===== config.mk =====
export PLATFORM = sky130hd
export DESIGN_NAME = flip_prioritizer
export DESIGN_NICKNAME = d
export VERILOG_FILES = /design/src/core/flip_pkg.sv /design/src/core/flip_prioritizer.sv /design/src/core/flip_source_cell.sv
export VERILOG_INCLUDE_DIRS = /design/src /design/src/core
export SDC_FILE = /design/constraint.sdc
export NUM_CORES = 1
export LEC_CHECK = 0
export ABC_AREA = 1
export BUFFER_PORTS_ARGS = -buffer_cell sky130_fd_sc_hd__buf_2
export CAP_MARGIN = 20
export CELL_PAD_IN_SITES_DETAIL_PLACEMENT = 1
export CELL_PAD_IN_SITES_GLOBAL_PLACEMENT = 1
export CORE_UTILIZATION = 30
export CTS_CLUSTER_SIZE = 20
export DETAILED_ROUTE_END_ITERATION = 6
export PLACE_DENSITY_LB_ADDON = 0.1
export SYNTH_ARGS = -nofsm -noshare
export SYNTH_HDL_FRONTEND = slang
export SYNTH_SLANG_ARGS = --single-unit

===== constraint.sdc =====
create_clock -name sys_clk_in -period 10.8 [get_ports sys_clk_in]
set_clock_uncertainty 0.15 [all_clocks]
set_input_delay 0.54 -clock sys_clk_in [delete_from_list [all_inputs] [get_ports sys_clk_in]]
set_output_delay 0.54 -clock sys_clk_in [all_outputs]
set_load 0.05 [all_outputs]

===== src/core/flip_regs.svh =====
`ifndef FLIP_REGS_SVH
`define FLIP_REGS_SVH

// ----------------------------------------
// Sizes
// ----------------------------------------
`define FLIP_NUM_SRC 10
`define FLIP_NUM_LVL 4

// ----------------------------------------
// Register offsets
// ----------------------------------------
`define FLIP_OFS_PRIO_UP0 8'hB7
`define FLIP_OFS_PRIO_LO0 8'hB8
`define FLIP_OFS_PRIO_LO1 8'hB9
`define FLIP_OFS_PRIO_UP1 8'hBA
`define FLIP_OFS_STAT0 8'hC0
`define FLIP_OFS_STAT1 8'hC1
`define FLIP_OFS_CLR0 8'hC2
`define FLIP_OFS_CLR1 8'hC3
`define FLIP_OFS_EN0 8'hC4
`define FLIP_OFS_EN1 8'hC5
`define FLIP_OFS_SERVICE 8'hC6

// ----------------------------------------
// Reset values
// ----------------------------------------
`define FLIP_RST_PRIO_UP 8'h00
`define FLIP_RST_PRIO_LO 8'h00
`define FLIP_RST_EN 8'h00

// ----------------------------------------
// Vectors, in natural rank order
// ----------------------------------------
`define FLIP_VEC_EXT0 8'h03
`define FLIP_VEC_TMR0 8'h0B
`define FLIP_VEC_EXT1 8'h13
`define FLIP_VEC_TMR1 8'h1B
`define FLIP_VEC_PCA 8'h33
`define FLIP_VEC_SER 8'h23
`define FLIP_VEC_TMR2 8'h2B
`define FLIP_VEC_CAN 8'h3B
`define FLIP_VEC_ADC 8'h43
`define FLIP_VEC_CANSW 8'h4B

`endif


===== src/core/flip_pkg.sv =====
package flip_pkg;

  // Register port request, one strobe at most per cycle
  typedef struct packed {
    logic wr;
    logic rd;
    logic [7:0] addr;
    logic [7:0] wdata;
  } flip_bus_t;

  // Request presented to the processor core
  typedef struct packed {
    logic req;
    logic [7:0] vector;
    logic [1:0] level;
  } flip_core_t;

  // Answers from the processor core
  typedef struct packed {
    logic ack;
    logic reti;
  } flip_core_ret_t;

  // Source index equals natural rank minus one
  typedef enum logic [3:0] {
    FLIP_SRC_EXT0 = 4'h0,
    FLIP_SRC_TMR0 = 4'h1,
    FLIP_SRC_EXT1 = 4'h2,
    FLIP_SRC_TMR1 = 4'h3,
    FLIP_SRC_PCA = 4'h4,
    FLIP_SRC_SER = 4'h5,
    FLIP_SRC_TMR2 = 4'h6,
    FLIP_SRC_CAN = 4'h7,
    FLIP_SRC_ADC = 4'h8,
    FLIP_SRC_CANSW = 4'h9
  } flip_src_t;

endpackage


===== src/core/flip_prioritizer.sv =====
// Design decision made here: strobed register access.
`timescale 1ns/1ps
`include "flip_regs.svh"

module flip_prioritizer (
  input wire logic sys_clk_in,
  input wire logic rst_n_in,
  input wire flip_pkg::flip_bus_t bus_in,
  output flip_pkg::flip_core_t core_out,
  input wire flip_pkg::flip_core_ret_t core_ret_in,
  output logic [7:0] rdata_out,
  output logic irq_out,
  input wire logic ext_request_zero_in,
  input wire logic ext_request_one_in,
  input wire logic timer_zero_overflow_in,
  input wire logic timer_one_overflow_in,
  input wire logic timer_two_overflow_in,
  input wire logic [1:0] serial_rx_tx_done_in,
  input wire logic counter_array_in,
  input wire logic [2:0] can_event_in,
  input wire logic adc_done_request_in,
  input wire logic can_sw_timer_in
);
  import flip_pkg::*;

  localparam int NSRC = `FLIP_NUM_SRC;

  // ----------------------------------------
  // Pin synchronisers
  // ----------------------------------------
  // Two stages per pin; only the second stage feeds edge detection
  logic [1:0] ext_meta_q;
  logic [1:0] ext_meta_d;
  logic [1:0] ext_sync_q;
  logic [1:0] ext_sync_d;

  always_comb begin
    ext_meta_d = {ext_request_one_in, ext_request_zero_in};
    ext_sync_d = ext_meta_q;
  end

  always_ff @(posedge sys_clk_in or negedge rst_n_in) begin
    if (!rst_n_in) begin
      ext_meta_q <= 2'h0;
      ext_sync_q <= 2'h0;
    end else begin
      ext_meta_q <= ext_meta_d;
      ext_sync_q <= ext_sync_d;
    end
  end

  // ----------------------------------------
  // Source lines in natural rank order
  // ----------------------------------------
  logic [NSRC-1:0] src_req;
  logic [7:0] vec_tab [NSRC];

  always_comb begin
    src_req = '0;
    src_req[FLIP_SRC_EXT0] = ext_sync_q[0];
    src_req[FLIP_SRC_TMR0] = timer_zero_overflow_in;
    src_req[FLIP_SRC_EXT1] = ext_sync_q[1];
    src_req[FLIP_SRC_TMR1] = timer_one_overflow_in;
    src_req[FLIP_SRC_PCA] = counter_array_in;
    src_req[FLIP_SRC_SER] = |serial_rx_tx_done_in;
    src_req[FLIP_SRC_TMR2] = timer_two_overflow_in;
    src_req[FLIP_SRC_CAN] = |can_event_in;
    src_req[FLIP_SRC_ADC] = adc_done_request_in;
    src_req[FLIP_SRC_CANSW] = can_sw_timer_in;
  end

  always_comb begin
    vec_tab[FLIP_SRC_EXT0] = `FLIP_VEC_EXT0;
    vec_tab[FLIP_SRC_TMR0] = `FLIP_VEC_TMR0;
    vec_tab[FLIP_SRC_EXT1] = `FLIP_VEC_EXT1;
    vec_tab[FLIP_SRC_TMR1] = `FLIP_VEC_TMR1;
    vec_tab[FLIP_SRC_PCA] = `FLIP_VEC_PCA;
    vec_tab[FLIP_SRC_SER] = `FLIP_VEC_SER;
    vec_tab[FLIP_SRC_TMR2] = `FLIP_VEC_TMR2;
    vec_tab[FLIP_SRC_CAN] = `FLIP_VEC_CAN;
    vec_tab[FLIP_SRC_ADC] = `FLIP_VEC_ADC;
    vec_tab[FLIP_SRC_CANSW] = `FLIP_VEC_CANSW;
  end

  // ----------------------------------------
  // Register file
  // ----------------------------------------
  logic [15:0] prio_up_q;
  logic [15:0] prio_up_d;
  logic [15:0] prio_lo_q;
  logic [15:0] prio_lo_d;
  logic [15:0] en_q;
  logic [15:0] en_d;
  logic [15:0] sw_clr;
  logic [7:0] rdata_q;
  logic [7:0] rdata_d;
  logic [NSRC-1:0] pend;
  logic [3:0] svc_q;
  logic [3:0] svc_d;

  always_comb begin
    prio_up_d = prio_up_q;
    prio_lo_d = prio_lo_q;
    en_d = en_q;
    sw_clr = 16'h0000;
    rdata_d = 8'h00;
    if (bus_in.wr) begin
      case (bus_in.addr)
        `FLIP_OFS_PRIO_UP0: prio_up_d[7:0] = bus_in.wdata;
        `FLIP_OFS_PRIO_UP1: prio_up_d[15:8] = bus_in.wdata;
        `FLIP_OFS_PRIO_LO0: prio_lo_d[7:0] = bus_in.wdata;
        `FLIP_OFS_PRIO_LO1: prio_lo_d[15:8] = bus_in.wdata;
        `FLIP_OFS_CLR0: sw_clr[7:0] = bus_in.wdata;
        `FLIP_OFS_CLR1: sw_clr[15:8] = bus_in.wdata;
        `FLIP_OFS_EN0: en_d[7:0] = bus_in.wdata;
        `FLIP_OFS_EN1: en_d[15:8] = bus_in.wdata;
        default: begin
        end
      endcase
    end
    // Only implemented bits are kept
    prio_up_d[15:NSRC] = '0;
    prio_lo_d[15:NSRC] = '0;
    en_d[15:NSRC] = '0;
    if (bus_in.rd) begin
      case (bus_in.addr)
        `FLIP_OFS_PRIO_UP0: rdata_d = prio_up_q[7:0];
        `FLIP_OFS_PRIO_UP1: rdata_d = prio_up_q[15:8];
        `FLIP_OFS_PRIO_LO0: rdata_d = prio_lo_q[7:0];
        `FLIP_OFS_PRIO_LO1: rdata_d = prio_lo_q[15:8];
        `FLIP_OFS_STAT0: rdata_d = pend[7:0];
        `FLIP_OFS_STAT1: rdata_d = {6'h00, pend[NSRC-1:8]};
        `FLIP_OFS_EN0: rdata_d = en_q[7:0];
        `FLIP_OFS_EN1: rdata_d = en_q[15:8];
        `FLIP_OFS_SERVICE: rdata_d = {4'h0, svc_q};
        default: rdata_d = 8'h00;
      endcase
    end
  end

  always_ff @(posedge sys_clk_in or negedge rst_n_in) begin
    if (!rst_n_in) begin
      prio_up_q <= {2{`FLIP_RST_PRIO_UP}};
      prio_lo_q <= {2{`FLIP_RST_PRIO_LO}};
      en_q <= {2{`FLIP_RST_EN}};
      rdata_q <= 8'h00;
    end else begin
      prio_up_q <= prio_up_d;
      prio_lo_q <= prio_lo_d;
      en_q <= en_d;
      rdata_q <= rdata_d;
    end
  end

  assign rdata_out = rdata_q;

  // ----------------------------------------
  // Pending flags
  // ----------------------------------------
  flip_core_t core_q;
  flip_core_t core_d;
  logic [3:0] win_idx_q;
  logic [3:0] win_idx_d;
  logic take;

  // Core takes the vector only while it is offered
  assign take = core_ret_in.ack & core_q.req;

  // Ack retires only the source that won the standing offer;
  // a new edge on that source in the same cycle still wins
  logic [NSRC-1:0] hw_clr;

  always_comb begin
    hw_clr = '0;
    for (int k = 0; k < NSRC; k++) begin
      hw_clr[k] = take && (win_idx_q == 4'(k));
    end
  end

  genvar gi;
  generate
    for (gi = 0; gi < NSRC; gi++) begin : g_src
      flip_source_cell #(
        .EDGE_MODE(1'b1)
      ) u_cell (
        .sys_clk_in(sys_clk_in),
        .rst_n_in(rst_n_in),
        .src_req_in(src_req[gi]),
        .clear_in(sw_clr[gi] | hw_clr[gi]),
        .pend_out(pend[gi])
      );
    end
  endgenerate

  // ----------------------------------------
  // Arbitration
  // ----------------------------------------
  logic [1:0] lvl [NSRC];
  logic found;
  logic [1:0] best_lvl;
  logic [3:0] best_idx;
  logic svc_act;
  logic [1:0] svc_lvl;
  logic preempt;

  always_comb begin
    found = 1'b0;
    best_lvl = 2'h0;
    best_idx = 4'h0;
    for (int i = 0; i < NSRC; i++) begin
      lvl[i] = {prio_up_q[i], prio_lo_q[i]};
      // Ascending rank scan with strict compare keeps lower rank on ties
      if (pend[i] && en_q[i] && (!found || lvl[i] > best_lvl)) begin
        found = 1'b1;
        best_lvl = lvl[i];
        best_idx = 4'(i);
      end
    end
  end

  // One bit per level is enough: a level can be in service only once,
  // since equal levels never preempt each other
  always_comb begin
    svc_act = |svc_q;
    svc_lvl = 2'h0;
    for (int l = 0; l < `FLIP_NUM_LVL; l++) begin
      if (svc_q[l]) begin
        svc_lvl = 2'(l);
      end
    end
    preempt = !svc_act || (best_lvl > svc_lvl);
  end

  // ----------------------------------------
  // Core request and service stack
  // ----------------------------------------
  always_comb begin
    core_d.req = found && preempt && !take;
    core_d.vector = vec_tab[best_idx];
    core_d.level = best_lvl;
    win_idx_d = best_idx;
    svc_d = svc_q;
    // Return retires the highest level in service
    if (core_ret_in.reti && svc_act) begin
      svc_d[svc_lvl] = 1'b0;
    end
    if (take) begin
      svc_d[core_q.level] = 1'b1;
    end
  end

  always_ff @(posedge sys_clk_in or negedge rst_n_in) begin
    if (!rst_n_in) begin
      core_q <= '0;
      win_idx_q <= 4'h0;
      svc_q <= 4'h0;
    end else begin
      core_q <= core_d;
      win_idx_q <= win_idx_d;
      svc_q <= svc_d;
    end
  end

  assign core_out = core_q;

  // ----------------------------------------
  // Interrupt line
  // ----------------------------------------
  logic irq_q;
  logic irq_d;

  // Level summary only; it ignores the service state, so it may stay
  // high while an offer is held back for a lower or equal level
  always_comb begin
    irq_d = |(pend & en_q[NSRC-1:0]);
  end

  always_ff @(posedge sys_clk_in or negedge rst_n_in) begin
    if (!rst_n_in) begin
      irq_q <= 1'b0;
    end else begin
      irq_q <= irq_d;
    end
  end

  assign irq_out = irq_q;

endmodule


===== src/core/flip_source_cell.sv =====
`timescale 1ns/1ps
// Sticky pending flag of one source; set wins over clear
module flip_source_cell #(
  parameter bit EDGE_MODE = 1'b1
) (
  input wire logic sys_clk_in,
  input wire logic rst_n_in,
  input wire logic src_req_in,
  input wire logic clear_in,
  output logic pend_out
);

  logic req_prev_q;
  logic req_prev_d;
  logic pend_q;
  logic pend_d;
  logic set_w;

  always_comb begin
    set_w = EDGE_MODE ? (src_req_in & ~req_prev_q) : src_req_in;
    req_prev_d = src_req_in;
    pend_d = pend_q;
    if (clear_in) begin
      pend_d = 1'b0;
    end
    if (set_w) begin
      pend_d = 1'b1;
    end
  end

  always_ff @(posedge sys_clk_in or negedge rst_n_in) begin
    if (!rst_n_in) begin
      req_prev_q <= 1'b0;
      pend_q <= 1'b0;
    end else begin
      req_prev_q <= req_prev_d;
      pend_q <= pend_d;
    end
  end

  assign pend_out = pend_q;

endmodule


Word level (Yosys, flattened, before mapping)

Memory sizes are Yosys's and may differ from the RTL's. A register that Yosys moved wholly into a read port is not among the register bits.
Cells that the tools add are included.

Order comparisons: 14
Equality and inequality tests: 20
Muxes and demuxes: 63
Bitwise operators: 36
Reduce and logical (&&, ||, !) cells: 77

Operator list:

| cell                                                        | number |
|---|---|
| == test 8 bit (second input constant)                       | 11 |
| case mux 8 bit (9 select lines)                             | 1 |
| two-way mux 4 bit                                           | 10 |
| logical AND 1 bit                                           | 34 |
| two-way mux 1 bit                                           | 34 |
| two-way mux 2 bit                                           | 13 |
| greater-than comparator 2 bit                               | 10 |
| nonzero test 2 bit                                          | 10 |
| == test 4 x 3 -> 1 bit (second input constant)              | 4 |
| two-way mux 8 bit                                           | 2 |
| logical NOT 1 bit                                           | 12 |
| AND reduction 2 bit                                         | 6 |
| AND 1 bit                                                   | 11 |
| AND 10 bit                                                  | 1 |
| logical OR 1 bit                                            | 10 |
| two-way mux 10 bit                                          | 1 |
| NOT 1 bit                                                   | 10 |
| OR 1 bit                                                    | 10 |
| OR reduction 10 bit                                         | 1 |
| == test 4 x 2 -> 1 bit (second input constant)              | 2 |
| == test 4 bit (second input constant)                       | 2 |
| less-than comparator 2 x 3 -> 1 bit (second input constant) | 2 |
| NOT 4 -> 5 bit                                              | 1 |
| AND 4 bit                                                   | 1 |
| other kinds (9)                                             | 11 |

Bits in registers: 74
Memory bits (read-only): 128
Input bits: 35
Output and inout bits: 20
Word-level logic and storage cells: 245
Memories kept: 1

Memories:

| memory           | words | width | rd ports | clocked after memory_dff | write ports | RTL line                | source |
|---|---|---|---|---|---|---|---|
| (name not given) | 16    | 8     | 1        | 1                        | 0           | flip_prioritizer.sv:239 | `core_d.vector = vec_tab[best_idx];` |

Logic depth before layout (Yosys ltp)

Depth in word-level cells: 42
Gate-level depth with buffers: 84
Depth with buffers taken out: 84

Cells and area by module

Synthesis repeated with hierarchy kept, for this count alone.

Cells, all modules: 566
Area, all modules: 4390.5 µm²

By module, submodules not included:

| module           | instances | cells each | area an instance (µm²) | sequential area each (µm²) |
|---|---|---|---|---|
| flip_prioritizer | 1         | 496        | 3702.3                 | 1451.4 |
| flip_source_cell | 10        | 7          | 68.8                   | 50.0 |

Worst setup path before layout

Ideal clock, no wire load.

Path type: register to register
Start: reg en_q[0]
End: reg core_q (netlist bit core_out[10])
Setup time: 0.094 ns
Data arrival time: 9.213 ns
Required time: 10.556 ns
Path slack: 1.343 ns
Stages on the path, launching flop included: 85
Path buffers: 0
Clock period less this slack: 9.457 ns
Path through: dfrtp_1 -> nand2_2 -> nor2_1 -> inv_1 -> ha_1 -> nand2_1 -> nand2_1 -> nand2_1 -> nand2_1 -> nand2_2 -> nand2_1 -> and2_1 -> ha_1 -> inv_1 -> o21bai_1 -> nand2_1 -> nand2_1 -> nand2_1 -> [... 49 more ...] -> nand2_1 -> inv_1 -> nand2_1 -> nand2_1 -> ha_1 -> inv_1 -> nor2_1 -> o21ai_0 -> nand2_1 -> nand2_2 -> inv_1 -> nand2_1 -> nand2_1 -> ha_1 -> inv_1 -> nor2_1 -> o21ai_0 -> a211oi_1

RTL lines:

| element                | RTL line                | source |
|---|---|---|
| start, declared        | flip_prioritizer.sv:92  | `logic [15:0] en_q;` |
| start signal, assigned | flip_prioritizer.sv:145 | `` en_q <= {2{`FLIP_RST_EN}}; `` |
| start signal, assigned | flip_prioritizer.sv:150 | `en_q <= en_d;` |
| end signal, assigned   | flip_prioritizer.sv:258 | `core_q <= core_d;` |
| end, declared          | flip_prioritizer.sv:160 | `flip_core_t core_q;` |

==> metrics.yaml <==
end_kind: "flop"
worstPathArrival_ps: 10120
vias_per_cell: 4.84
drtIter0Drc: 166
dieHeight_microns: 121
grt_usage_pct: 18.9
max_freq_ghz: 0.0998
area_growth_pct: 22.6
criticalPathCategory: "flop to flop"
rr_startpoint: "g_src[0].u_cell.pend_out"
die-area_sq_um: 14700
period_minus_slack_ps: 10020
die_width_microns: 121
critPathRequiredTime_ps: 10900
synth_cell_types: 37
cts_max_path_buffers: 2
synth_top_area_cell: "dfrtp_1"
rows: 43
nets: 664
grt-ovfl-total: 0
yosys-top-cells-area: "dfrtp_1 (46%), nand2_1 (13%), inv_1 (7.8%)"
drive_gt1_share_pct: 20.2
portBuffers: 52
worstHoldStart: "ext_request_one_in"
setup_viol: 0
first_global_vias: 3882
grt_max_degree: 79
syn_inst: 542
hpwlAfterDp_mm: 10.1
drc_errors: 0
clock_latency_ps: 340
dp_cells: 767
dp_slack_ps: -111
grt_pass1_wl_mm: 20.7
core_area_sq_um: 13900
fillers: 1711
period_share_pct: 92.8
p_leak_nw: 2.64
synth.avg_cell_area_sq_um: 7.89
outcome: "complete, no violations"
place_congestion: 0.826
boundaryPins: 55
relSlewSlack_pct: 47.6
drt_wl_total_mm: 13.1
critPathMaxStageDelay_ps: 420
synth_area_sq_um: 4280
setup_slack_ps: 781
crit_path_start_kind: "flop"
h-tree-depth: 3
crit_path_frequent_cell: "nand2_1"
detail_route.wl_per_cell_microns: 16.5
ant_nets: 0
powerDensity_nw_per_um2: 161
tritoncts: "yes"
cts_buffers: 9
crit_start: "g_src[0].u_cell.pend_out"
ys_ff_latch: 78
seq_area_frac_synth_pct: 45.6
cp_slowest_cell: "dfrtp_1"
antenna_cells: 0
maxCapViolCount: 0
clock-sinks: 78
clk_pin_slew_ps: 60
worst_pin_slew_ps: 775
antenna_found_initial: 0
ir_drop_v: 0.000119
hold_viol_final: 0
report.final.slew_viol_count: 0
vias: 3847
cts-root-buf: "clkbuf_16"
instances_no_fill: 795
holdCritPathClass: "input pin to flop"
initial_core_util_pct: 30.8
synth.top_cell.area_share_pct: 45.6
worstPathMaxFanout: 6
yosys_warnings: 0
dr.pass1.iters: 4
-- final timing paths --
path                                 end  slack [ps]  cells after the start
max                         core_out[10]         780                     83
min reg2reg                ext_sync_q[0]         210                      0
min                        ext_meta_q[1]         150                      1
max reg2reg                 core_out[10]         780                     83
max in group asynchronous   prio_up_q[5]        9490                      3
min in group asynchronous        irq_out         420                      2
-- kinds of logic after synthesis --
logic type	count (synthesis)	synth area share, %
buffers and inverters	102	9.33
other	2	0.176
AO/OA/AOI/OAI	99	14.3
adder cells (fa/ha/maj)	19	5.56
AND/OR/NAND/NOR	242	25.0
flip-flops	78	45.6
-- worst max-delay path, delay by kind of cell, from the launching register on --
family                     cells  cell delay, ps
adders and majority gates     10            2770
DFF                            1             420
AOI/OAI and AO/OA             11            1470
and+or+nand+nor               47            4300
buffers and inverters         15             830
-- per-layer routing --
metal,up-vias,global-route usage (%),part of all wire [%]
met5,-,0,0
met4,0,5.79,1.6
met3,14,3.38,2.5
met2,48,30.2,47
met1,1904,25.7,49
li1,1881,-,-
-- where the power goes --
part           internal (W)  switching, W
logic             0.0000530      0.000124
registers          0.000316     0.0000195
clock network      0.000203      0.000129
-- area by class of cell --
cell class | instances | area [sq um] | area share [%]
clock inverters | 7 | 97.6 | 1.86
clock buffers | 9 | 225 | 4.30
multi-input cells | 363 | 2010 | 38.4
inverters | 94 | 353 | 6.73
well taps | 180 | 225 | 4.30
flip-flops and latches | 78 | 1950 | 37.2
repair buffers | 64 | 375 | 7.16
-- flip-flops by register name (all words and copies together) (netlist names) --
signal,flops
prio_up_q,10
g_src.u_cell.req_prev_q,10
prio_lo_q,10
irq_out,1
svc_q,4
ext_sync_q,2
en_q,10
ext_meta_q,2
rdata_out,8
core_out,8
g_src.u_cell.pend_out,10
win_idx_q,3
-- placed cells by master, fill, tap and decap left out, types with 3 or more instances in the layout --
cell and n:
nand2_1 138, inv_1 88, dfrtp_1 78, buf_2 51
o21ai_0 50, nor2_1 31, nand3_1 27, ha_1 17
nand2_2 12, buf_4 11, a221oi_1 10, clkbuf_16 9
nor3_1 8, o311ai_0 8, o21ai_1 7, nand2_4 6
nand3_2 5, inv_2 5, a21oi_1 5, nor2_2 4
and2_1 4, o21ai_2 3, o31ai_1 3, o22ai_1 3
o211ai_1 3, conb_1 3
-- synth_stat cells (all sizes together) --
cell,count
clkinv,1
o41ai,1
a221oi,10
buf,5
a31oi,1
inv,93
a211oi,1
a21oi,7
dfrtp,78
o2bb2ai,1
o22ai,3
o311ai,8
o21bai,1
o21ai,60
o211ai,3
clkbuf,3
conb,2
or2,1
ha,19
nand2,156
nor3,11
and2,4
o31ai,3
nand4,2
nor2,36
nand3,32
-- through the flow --
step / utilization (%) / total power [W] / hold WS [ps] / setup TNS (ps) / instance area, sq um
5_1_grt: 37.8 / 0.000886 / 140 / -50.3 / 5240
3_5_place_dp: 34.0 / 0.000506 / 202 / -111 / 4720
4_1_cts: 36.4 / 0.000846 / 136 / 0 / 5050
3_3_place_gp: 34.0 / 0.000500 / 183 / 0 / 4720
2_1_floorplan: - / 0.000449 / 94.4 / 0 / 4280
6_report: 37.8 / 0.000846 / 152 / 0 / 5240
-- timing repair --
item	in CTS	in global routing
hold endpoints to repair	0	9
setup endpoints to repair	1	7
hold buffers	0	1
setup buffers	0	10
pin swaps	0	16
resized for setup	4	21
Power figures use the tool's default switching activity.
